===== src/include/rpsm_pkg.sv =====
// Constants and carrier types for the remappable pin select mux.
// Assumes one 10 MHz system clock and an 8-bit register port.
package rpsm_pkg;

	// Geometry
	localparam int PIN_N       = 48;
	localparam int GRP_N       = 4;
	localparam int SEL_N       = 16;
	localparam int SEL_W       = 4;
	localparam int OUT_PAIR_N  = 24;
	localparam int IN_PAIR_N   = 27;
	localparam int IN_FIELD_N  = 54;
	localparam int ADDR_W      = 6;
	localparam int DATA_W      = 8;
	localparam int NIB_HI_LSB  = 4;
	localparam int NIB_LO_LSB  = 0;

	// Register map (word index on the register port)
	localparam logic [5:0] OUT_BASE   = 6'h00;
	localparam logic [5:0] OUT_LAST   = 6'h17;
	localparam logic [5:0] IN_BASE    = 6'h20;
	localparam logic [5:0] IN_LAST    = 6'h3A;
	localparam logic [5:0] LOCK_ADDR  = 6'h3F;
	localparam int         LOCK_BIT   = 0;

	// Reset values
	localparam logic [7:0] OUT_PAIR_RST = 8'h00;
	localparam logic [7:0] IN_PAIR_RST  = 8'hFF;
	localparam logic       LOCK_RST     = 1'b0;

	// Input select encodings
	localparam logic [3:0] IN_LAST_PIN_STD = 4'hB;
	localparam logic [3:0] IN_LAST_PIN_4N3 = 4'hA;
	localparam logic [3:0] IN_SEL_GROUND   = 4'hF;

	// Output select encodings
	localparam logic [3:0] OUT_SEL_NONE      = 4'h0;
	localparam logic [3:0] OUT_SEL_SPI2_SDO  = 4'h4;
	localparam logic [3:0] OUT_SEL_RESERVED  = 4'hF;

	typedef enum logic [1:0] {
		GRP_4N,
		GRP_4N1,
		GRP_4N2,
		GRP_4N3
	} rpsm_group_type;

	// Group of every input field; field = 2 * pair index + (upper nibble)
	localparam rpsm_group_type IN_GROUP [IN_FIELD_N] = '{
		GRP_4N3, GRP_4N2, GRP_4N2, GRP_4N3, GRP_4N,  GRP_4N1,
		GRP_4N,  GRP_4N1, GRP_4N3, GRP_4N,  GRP_4N2, GRP_4N2,
		GRP_4N1, GRP_4N3, GRP_4N,  GRP_4N3, GRP_4N3, GRP_4N2,
		GRP_4N,  GRP_4N1, GRP_4N2, GRP_4N3, GRP_4N,  GRP_4N1,
		GRP_4N2, GRP_4N3, GRP_4N1, GRP_4N2, GRP_4N3, GRP_4N2,
		GRP_4N,  GRP_4N1, GRP_4N3, GRP_4N,  GRP_4N2, GRP_4N1,
		GRP_4N,  GRP_4N1, GRP_4N2, GRP_4N,  GRP_4N1, GRP_4N1,
		GRP_4N1, GRP_4N1, GRP_4N,  GRP_4N1, GRP_4N,  GRP_4N1,
		GRP_4N2, GRP_4N3, GRP_4N,  GRP_4N1, GRP_4N2, GRP_4N3
	};

	// Named input fields
	localparam int FLD_UART1_RECEIVE_IN = 0;
	localparam int FLD_SPI1_CLOCK_IN    = 8;
	localparam int FLD_SPI2_SERIAL_IN   = 12;
	localparam int FLD_SPI2_SELECT_IN   = 13;
	localparam int FLD_ENH_CAPTURE2_IN  = 16;
	localparam int FLD_EXT_IRQ1_IN      = 26;
	localparam int FLD_EXT_IRQ3_IN      = 28;
	localparam int FLD_TIMER1_GATE_IN   = 40;
	localparam int FLD_TIMER1_CLOCK_IN  = 41;

	typedef struct packed {
		logic [5:0] addr;
		logic [7:0] wdata;
		logic       wr;
		logic       rd;
	} rpsm_bus_req_type;

	typedef struct packed {
		logic [GRP_N-1:0][SEL_N-1:0] data;
		logic [GRP_N-1:0][SEL_N-1:0] oe;
	} rpsm_periph_out_type;

endpackage : rpsm_pkg


===== src/rtl/rpsm_top.sv =====
// Remappable pin select mux: input routing, output routing, lock.
// Assumes pins come from pads (asynchronous) and peripherals share clk.
//
// Function
// - Group 4n+1 input select 0..B picks pins 1,5..45; F ties to ground.
// - Group 4n+3 input select 0..A picks pins 3,7..43; B up picks none.
// - Group 4n+1 input selects sit in fixed nibbles, e.g. timer-1 fields.
// - Group 4n+3 input selects sit in fixed nibbles, e.g. spi1 clock.
// - Each pin owns a 4-bit output field choosing its peripheral output.
// - Signals route only to pins of their own group of four.
// - Reset clears every output select field to zero.
// - Output select zero connects no peripheral to the pin.
// - Each pin offers only its group's limited set of outputs.
// - Output pair register: 8-bit RW, bits 7-4 one pin, 3-0 another.
// - Pin-select writes are ignored while the lock bit is set.
// - Reset sets input select fields to all ones, inputs grounded.
// - Each peripheral input owns a 4-bit field naming its pin.
// - Group 4n pin: 0 drives nothing, 4 drives spi2 data, F reserved.
//
// Added by the designer: the plain strobed port and the placing of the registers.
`timescale 1ns/10ps

module rpsm_top
	import rpsm_pkg::*;
(
	input  wire logic                   clk,
	input  wire logic                   rst_n,
	input  wire logic                   ce,
	input  wire rpsm_bus_req_type       bus_req,
	output logic [DATA_W-1:0]           rd_data,
	input  wire logic [PIN_N-1:0]       pin_in,
	output logic [PIN_N-1:0]            pin_out,
	output logic [PIN_N-1:0]            pin_oe,
	input  wire logic [PIN_N-1:0]       port_lat,
	input  wire logic [PIN_N-1:0]       port_tris,
	input  wire rpsm_periph_out_type    periph_out,
	output logic [IN_FIELD_N-1:0]       route_in,
	output logic                        route_config_lock
);

	logic [DATA_W-1:0] out_pair_r [OUT_PAIR_N];
	logic [DATA_W-1:0] in_pair_r  [IN_PAIR_N];
	logic              lock_r;
	logic [DATA_W-1:0] rd_data_r;
	logic [DATA_W-1:0] rd_data_nxt;
	logic [PIN_N-1:0]  pin_meta_r;
	logic [PIN_N-1:0]  pin_sync_r;
	logic [PIN_N-1:0]  pin_out_r;
	logic [PIN_N-1:0]  pin_oe_r;
	logic [IN_FIELD_N-1:0] route_in_r;
	logic              sel_wr_ok;
	logic [5:0]        out_idx;
	logic [5:0]        in_idx;

	assign out_idx = bus_req.addr - OUT_BASE;
	assign in_idx  = bus_req.addr - IN_BASE;

	// Map writes only go through with the lock clear
	assign sel_wr_ok = bus_req.wr && !lock_r;

	// Lock bit; itself always writable so software can reopen the map
	always_ff @(posedge clk or negedge rst_n) begin
		if (!rst_n) begin
			lock_r <= LOCK_RST;
		end else if (ce) begin
			if (bus_req.wr && bus_req.addr == LOCK_ADDR) begin
				lock_r <= bus_req.wdata[LOCK_BIT];
			end
		end
	end

	// Output pair registers
	always_ff @(posedge clk or negedge rst_n) begin
		if (!rst_n) begin
			for (int k = 0; k < OUT_PAIR_N; k++) begin
				out_pair_r[k] <= OUT_PAIR_RST;
			end
		end else if (ce) begin
			if (sel_wr_ok && bus_req.addr >= OUT_BASE &&
				bus_req.addr <= OUT_LAST) begin
				out_pair_r[out_idx[4:0]] <= bus_req.wdata;
			end
		end
	end

	// Input select registers
	always_ff @(posedge clk or negedge rst_n) begin
		if (!rst_n) begin
			for (int k = 0; k < IN_PAIR_N; k++) begin
				in_pair_r[k] <= IN_PAIR_RST;
			end
		end else if (ce) begin
			if (sel_wr_ok && bus_req.addr >= IN_BASE &&
				bus_req.addr <= IN_LAST) begin
				in_pair_r[in_idx[4:0]] <= bus_req.wdata;
			end
		end
	end

	// Read mux; unmapped addresses read zero
	always_comb begin
		rd_data_nxt = '0;
		if (bus_req.addr >= OUT_BASE && bus_req.addr <= OUT_LAST) begin
			rd_data_nxt = out_pair_r[out_idx[4:0]];
		end else if (bus_req.addr >= IN_BASE && bus_req.addr <= IN_LAST) begin
			rd_data_nxt = in_pair_r[in_idx[4:0]];
		end else if (bus_req.addr == LOCK_ADDR) begin
			rd_data_nxt[LOCK_BIT] = lock_r;
		end
	end

	// Read data stands only in the cycle after the strobe
	always_ff @(posedge clk or negedge rst_n) begin
		if (!rst_n) begin
			rd_data_r <= '0;
		end else if (ce) begin
			rd_data_r <= bus_req.rd ? rd_data_nxt : '0;
		end
	end

	// Pad synchroniser; only the second stage feeds the routing
	always_ff @(posedge clk or negedge rst_n) begin
		if (!rst_n) begin
			pin_meta_r <= '0;
			pin_sync_r <= '0;
		end else if (ce) begin
			pin_meta_r <= pin_in;
			pin_sync_r <= pin_meta_r;
		end
	end

	// Input routing, one field per peripheral input
	for (genvar f = 0; f < IN_FIELD_N; f++) begin : g_in
		localparam rpsm_group_type GRP = IN_GROUP[f];
		localparam int NIB_LSB = (f % 2 == 1) ? NIB_HI_LSB : NIB_LO_LSB;
		logic [SEL_W-1:0] sel;
		logic [3:0]       last;
		logic [5:0]       pin_idx;
		logic             hit;

		// Fixed nibble per input field
		assign sel = in_pair_r[f / 2][NIB_LSB +: SEL_W];
		// Group 4n+3 has one pin fewer than the other groups
		assign last = (GRP == GRP_4N3) ? IN_LAST_PIN_4N3
			: IN_LAST_PIN_STD;
		// Pin number is 4*select + group, so no select leaves the group
		assign pin_idx = {sel, GRP};
		// Unassigned codes and the ground code both read low
		assign hit = (sel <= last) && (sel != IN_SEL_GROUND);

		always_ff @(posedge clk or negedge rst_n) begin
			if (!rst_n) begin
				route_in_r[f] <= 1'b0;
			end else if (ce) begin
				route_in_r[f] <= hit ? pin_sync_r[pin_idx] : 1'b0;
			end
		end
	end

	// Output routing, one field per pin
	for (genvar i = 0; i < PIN_N; i++) begin : g_out
		localparam int GRP     = i % GRP_N;
		localparam int NIB_LSB = (i % 2 == 1) ? NIB_HI_LSB : NIB_LO_LSB;
		logic [SEL_W-1:0] sel;
		logic             pass;

		assign sel = out_pair_r[i / 2][NIB_LSB +: SEL_W];
		// Zero and the reserved code fall back to the port; reserved is
		// treated as idle rather than left undefined on the pad
		assign pass = (sel != OUT_SEL_NONE)
			&& (sel != OUT_SEL_RESERVED);

		always_ff @(posedge clk or negedge rst_n) begin
			if (!rst_n) begin
				pin_out_r[i] <= 1'b0;
				pin_oe_r[i]  <= 1'b0;
			end else if (ce) begin
				if (pass) begin
					// Only the pin's own group table is reachable
					pin_out_r[i] <= periph_out.data[GRP][sel];
					pin_oe_r[i]  <= periph_out.oe[GRP][sel];
				end else begin
					pin_out_r[i] <= port_lat[i];
					pin_oe_r[i]  <= !port_tris[i];
				end
			end
		end
	end

	assign rd_data           = rd_data_r;
	assign pin_out           = pin_out_r;
	assign pin_oe            = pin_oe_r;
	assign route_in          = route_in_r;
	assign route_config_lock = lock_r;

endmodule : rpsm_top


===== config.mk =====
export PLATFORM = sky130hd
export DESIGN_NAME = rpsm_top
export DESIGN_NICKNAME = d
export VERILOG_FILES = /design/src/include/rpsm_pkg.sv /design/src/rtl/rpsm_top.sv
export SDC_FILE = /design/constraint.sdc
export NUM_CORES = 2
export LEC_CHECK = 0
export BUFFER_PORTS_ARGS = -buffer_cell sky130_fd_sc_hd__buf_2
export CORE_MARGIN = 2
export CORE_UTILIZATION = 60
export DETAILED_ROUTE_END_ITERATION = 7
export GPL_TIMING_DRIVEN = 0
export PLACE_DENSITY = 0.81
export SETUP_SLACK_MARGIN = 0.3
export SLEW_MARGIN = 20
export SYNTH_ARGS = -nofsm -noshare
export SYNTH_HDL_FRONTEND = slang
export SYNTH_SLANG_ARGS = --single-unit

===== constraint.sdc =====
create_clock -name clk -period 2.68 [get_ports clk]
set_input_delay 0.536 -clock clk [delete_from_list [all_inputs] [get_ports clk]]
set_output_delay 0.536 -clock clk [all_outputs]
set_load 0.1 [all_outputs]

Word level (Yosys, flattened, before mapping) --
Index checks and enable logic that the tools add are counted.
Word-level totals: register bits after elaboration 663, bits of input ports 291, output and inout port bits 159, word-level logic and storage cells 1154
Cells by class: $add $sub $neg 1, order comparisons 164, eq/ne operators 103, mux-type cells 467, bitwise operators 2, reductions and logical operators 212
Operator list (number):
- $bmux 1 s4 | 150
- $ne 4x4->1 const B | 102
- $lt 6x7->1 const B | 54
- $mux 1 | 302
- $lt 4x5->1 const B | 48
- $bwmux 216 | 1
- $le 4x4->1 const B | 54
- $bwmux 192 | 1
- $reduce_bool 4->1 | 48
- $logic_and 1x1->1 | 112
- $bmux 8 s5 | 2
- $demux 8 s5 | 2
- $mux 8 | 8
- $logic_not 1->1 | 49
- $ge 6x6->1 const B | 3
- $lt 6x1->1 const B | 2
- $not 5->6 | 2
- $mux 7 | 1
- $eq 6x6->1 const B | 1
- $ge 6x1->1 const B | 1
- $le 6x5->1 const B | 1
- $le 6x6->1 const B | 1
- $reduce_and 2->1 | 3
- $sub 5x1->5 const B | 1

Logic depth before layout (Yosys ltp) --
depth after elaboration 8, depth in mapped cells 10, gate-level depth less buffers 5

Least setup slack after synthesis --
OpenSTA, ideal clock, no wires.
kind flip-flop to flip-flop, start point reg lock_r, in the netlist route_config_lock, end point reg in_pair_r (netlist bit g_in[48].pin_idx[3]), setup time 0.082 ns, data arrival time 2.459 ns, required time 2.598 ns, setup slack 0.139 ns, cell stages (with the launch flop) 7, path buffers 1, period minus slack after synthesis 2.541 ns, cells stage by stage dfrtp_1 nand4b_2 a21o_1 or3_1 buf_2 nor3_4 mux2_2
Between the ends: word-level cells in the longest chain between the ends 5
RTL lines:
- from (decl) | RTL line rpsm_top.sv:43 | logic lock_r;
- from (signal assigned) | RTL line rpsm_top.sv:67 | lock_r <= bus_req.wdata[LOCK_BIT];
- $logic_not 1->1 | RTL line rpsm_top.sv:59 | assign sel_wr_ok = bus_req.wr && !lock_r;
- $logic_and 1x1->1 | RTL line rpsm_top.sv:59
- $logic_and 1x1->1 (2 in a row) | RTL line rpsm_top.sv:93 | if (sel_wr_ok && bus_req.addr >= IN_BASE &&
- $reduce_and 2->1 (no line)
- to (signal, indexed assignment) | RTL line rpsm_top.sv:95 | in_pair_r[in_idx[4:0]] <= bus_req.wdata;
- to (decl) | RTL line rpsm_top.sv:42 | logic [DATA_W-1:0] in_pair_r [IN_PAIR_N];
Every way passes these cells. A chain may end at the register's enable or synchronous reset.

Worst setup path in the final report --
start point in bus_req[11] in the netlist's numbering, end point reg rd_data_r[3], in the netlist rd_data[3]
Between the ends: word-level cells in the longest chain between the ends 8, elaborated cells on any way between the ends 18, those cells by class add/sub: 1; order compare: 4; mux: 9; bitwise: 2; reduce/logical: 2
RTL lines:
- from (decl) | RTL line rpsm_top.sv:29 | input wire rpsm_bus_req_type bus_req,
- $sub 5x1->5 | RTL line rpsm_top.sv:56 | assign in_idx = bus_req.addr - IN_BASE;
- $not 5->6 (not written as such) | RTL line rpsm_top.sv:106 | rd_data_nxt = in_pair_r[in_idx[4:0]];
- $bmux 8 s5 | RTL line rpsm_top.sv:106
- $mux 8 (not written as such) (2 in a row) | RTL line rpsm_top.sv:106
- $mux 7 | RTL line rpsm_top.sv:105 | end else if (bus_req.addr >= IN_BASE && bus_req.addr <= IN_LAST) begin
- $mux 8 (*) | RTL line rpsm_top.sv:103 | if (bus_req.addr >= OUT_BASE && bus_req.addr <= OUT_LAST) begin
- $mux 8 (*) | RTL line rpsm_top.sv:117 | rd_data_r <= bus_req.rd ? rd_data_nxt : '0;
- to (signal assigned) | RTL line rpsm_top.sv:117
- to (decl) | RTL line rpsm_top.sv:44 | logic [DATA_W-1:0] rd_data_r;
Every way passes the cells marked *; elsewhere a longest branch is shown, timed or not. The select of a mux whose other input is x is not followed.

==> summary.md <==
| Metric | Value |
|---|---|
| Outcome | `complete, but fails checks` |
| Failing checks | `design-rule violations, negative setup slack` |
| I/O Buffers | `~440` |
| DIE AREA | `between 0.08 and 0.09 mm²` |
| Final hold violation count | `0` |
| Pin count of the biggest net entering global routing | `100` |
| Worst setup SP type | `input port` |
| Critical Path AT | `between 3 and 4 ns` |
| R2R Path Start | `route_config_lock$_DFFE_PN0P_` |
| Starting Density | `0.605` |
| Critical Path Start | `bus_req[11]` |
| R2r worst-path depth | `5` |
| Syn_area_per_cell | `roughly 13 µm²` |
| CTS clk-pin slew, worst paths | `0.06 ns` |
| Die Wd | `~290 µm` |
| CTS Buf Count | `75` |
| Post-place setup slack | `-0.871 ns` |
| Syn Inst Count | `3777` |
| Core area | `approximately 0.079 mm²` |
| Routed vias/inst | `7.69` |
| Vias in the first global route | `roughly 42000` |
| Delay-heaviest family, CP | `buffers and inverters` |
| Total GRT Usage | `0.483` |
| Compound-cell area share of the yosys netlist | `0.0843` |
| Detail Placement HPWL | `around 140 mm` |
| Area growth from synthesis to layout | `14.6%` |
| Max stage delay on crit path | `around 0.54 ns` |
| Initial antenna violation count | `8` |
| Antenna viol nets, final | `0` |
| Seq/Total Area, Yosys | `0.352` |
| CP dominant cell by count | `buf_4` |
| Synth Warn # | `0` |
| Clock latency on the worst-skew pair | `between 0.6 and 0.7 ns` |
| Tmin final | `2.70 ns` |
| Reg2reg setup slack | `around 0.11 ns` |
| First-pass GRT wire length | `284 mm` |
| Synth cell types | `67` |
| Rows | `103` |
| Initial DRC Count | `~6500` |
| Remaining DRCs | `25` |
| Final TNS setup | `-0.0169 ns` |
| PwrDens | `658 mW/mm²` |
| RSZ-0062 raised after global routing | `yes` |
| EDFF count, synth | `0` |
| Synth Register Bits | `~660` |
| Cell area after synthesis | `0.0477 mm²` |
| Max IR drop VDD | `689 µV` |
| FF/Latch Area | `0.0168 mm²` |
| Worst setup endpoint | `rd_data[3]$_DFFE_PN0P_` |
| Largest family of logic cells by synthesized area | `multiplexers` |
| Root buffer cell | `clkbuf_16` |
| Top-area cell type share of the netlist area | `0.272` |
| Non-Filler Instances | `~5400` |
| Number of cells on the critical path | `9` |
| Fin crit share | `1.01` |
| Slowest cell on crit path | `mux2i_1` |
| Fillers | `about 5600` |
| Crit end category | `flop` |
| H-Tree Level Count | `3` |
| Final Skew | `roughly 0.042 ns` |
| Final setup fails | `1` |
| Via count | `approximately 42000` |
| Sink Count | `approximately 660` |
| Placed insts | `about 5300` |
| CP max FO | `10` |
| Reg2reg end | `g_in[50].pin_idx[2]$_DFFE_PN1P_` |
| Share of cells above drive strength 1 | `0.477` |
| Slew margin rel. | `0.152` |
| Routed length per instance | `about 37 µm` |
| Adder-cell area share of the yosys netlist | `0` |
| Crit Path Class | `in -> reg` |
| Fmax | `about 370 MHz` |
| Post-synth ARST share | `1.00` |
| Area of the multi-input gates | `between 0.02 and 0.03 mm²` |
| Crit path required time | `between 3 and 4 ns` |
| Die height | `between 200 and 300 µm` |
| Post-synth top cells | `mux4_2, mux2_2, dfrtp_1, clkbuf_1, mux2i_1` |
| Final worst slack | `-0.0169 ns` |
| Top FF cell, synth | `dfrtp_1` |
| Min-Delay Path Class | `in -> reg` |
| Design Area, Final | `0.0547 mm²` |
| GR Overflow Total | `0` |
| Most common cell in the netlist | `mux4_2` |
| Syn nets | `around 4100` |
| Io pins | `450` |
| Ranking of synthesized cells by area | `mux4_2, dfrtp_1, mux2_2` |
| Cells traversed along the worst timing path | `buf_4 > buf_6 > buf_4 > buf_4 > mux2i_1 > a2bb2oi_1 > nor2_1 > a211oi_1 > a221o_1` |
| Leading area contributor after synthesis | `mux4_2` |
| WHS | `0.0923 ns` |
| RePlAce Congestion | `1.10` |
| Hold_sp | `pin_in[12]` |
| Simple-gate share of the synthesized area | `0.0610` |
| Drt pass-1 iters | `8` |
| Pleak | `21.4 nW` |
| Routed WL | `between 150 and 200 mm` |
| CP bufs+invs | `4` |
| Multiplexer share of the synthesized area | `0.456` |
| Nets@finish | `4609` |
| Total of max-cap violations | `0` |
| Max Root-Sink Buffers | `3` |
| XOR/XNOR Fraction of Synth Area | `0` |
| Slew Viols, Final | `0` |
| TritonCTS clock tree | `yes` |
| Worst Tran Pin Value | `~1.3 ns` |
| DP Area | `0.0515 mm²` |
-- per-layer routing --
metal | track usage | up-vias | share of wire
met1 | 0.555 | 20600 | 0.31
met5 | 0 | - | 0.000086
met4 | 0.382 | 2 | 0.10
li1 | - | 16000 | -
met2 | 0.728 | 4005 | 0.44
met3 | 0.182 | 1251 | 0.14
-- where the power goes --
group          internal, mW  switching (mW)
clock network          6.40            4.69
registers              11.3            1.30
logic                  4.21            8.12
-- layout make-up --
| class | instances | area share |
|---|---|---|
| diodes | 7 | 0.000320 |
| multi-input cells | 2576 | 0.531 |
| well taps | 1050 | 0.0240 |
| repair buffers | 464 | 0.0478 |
| inverters | 72 | 0.00494 |
| clock inverters | 30 | 0.00819 |
| plain buffers | 468 | 0.0371 |
| clock buffers | 107 | 0.0396 |
| flip-flops and latches | 661 | 0.307 |
-- cells in the final DEF, fill, tap and decap left out, types with 47 or more instances in the layout --
| master | synthesis | layout |
|---|---|---|
| or4_1 | 48 | 48 |
| dfrtp_1 | 445 | 444 |
| nand2_1 | 185 | 181 |
| mux4_2 | 577 | 577 |
| buf_2 | 70 | 504 |
| nor2_1 | 99 | 99 |
| a21oi_1 | 280 | 280 |
| mux2i_1 | 300 | 288 |
| a22o_1 | 80 | 80 |
| dfstp_2 | 216 | 216 |
| mux2_2 | 511 | 511 |
| clkbuf_1 | 367 | 352 |
| and2_1 | 48 | 48 |
| o21ai_0 | 47 | 47 |
| nand4_1 | 54 | 54 |
| a22oi_1 | 82 | 82 |
| inv_1 | 71 | 71 |
| a31oi_1 | 48 | 48 |
| clkbuf_16 | 0 | 78 |
-- through the flow --
stage / power (mW) / utilization
5_1_grt: 36.7 / 0.693
4_1_cts: 35.5 / 0.689
2_1_floorplan: 21.0 / -
3_3_place_gp: 24.2 / 0.650
6_report: 36.0 / 0.694
3_5_place_dp: 24.5 / 0.654
-- kinds of logic (layout without fill, tap and decap cells) --
kind of cell | Yosys count | count (layout)
buffers and inverters | 540 | 1141
other | 0 | 7
muxes | 1391 | 1391
DFF | 661 | 661
AOI/OAI and AO/OA | 630 | 630
and+or+nand+nor | 555 | 555
-- sequential cells by signal (all words and copies together), names as in the netlist --
| signal | cells |
|---|---|
| g_in.pin_idx | 216 |
| g_out.sel | 192 |
| pin_meta_r | 47 |
| pin_oe | 48 |
| pin_out | 48 |
| pin_sync_r | 47 |
| rd_data | 8 |
| route_config_lock | 1 |
| route_in | 54 |
-- worst min path at each step --
| stage | end | slack, ns | cells after the start |
|---|---|---|---|
| after global placement | route_in[21]$_DFFE_PN0P_ | 0.46 | 1 |
| after detailed placement | route_in[21]$_DFFE_PN0P_ | 0.46 | 1 |
| after global routing | pin_meta_r[12]$_DFFE_PN0P_ | 0.1 | 2 |
| after floorplan | g_out[0].sel[0]$_DFFE_PN0P_ | 0.24 | 0 |
| final | pin_meta_r[12]$_DFFE_PN0P_ | 0.09 | 2 |
| after CTS | pin_meta_r[12]$_DFFE_PN0P_ | 0.09 | 2 |
-- repair_timing --
| action | CTS | global route |
|---|---|---|
| gates resized for setup | 48 | 74 |
| hold buffers | 1 | 0 |
| endpoints found under the hold margin | 57 | 0 |
| setup endpoints to repair | 207 | 447 |
| gates cloned | 0 | 2 |
| pin swaps | 1 | 5 |
| buffers inserted | 1 | 5 |
Note: power is estimated with default switching activity, not from simulation.
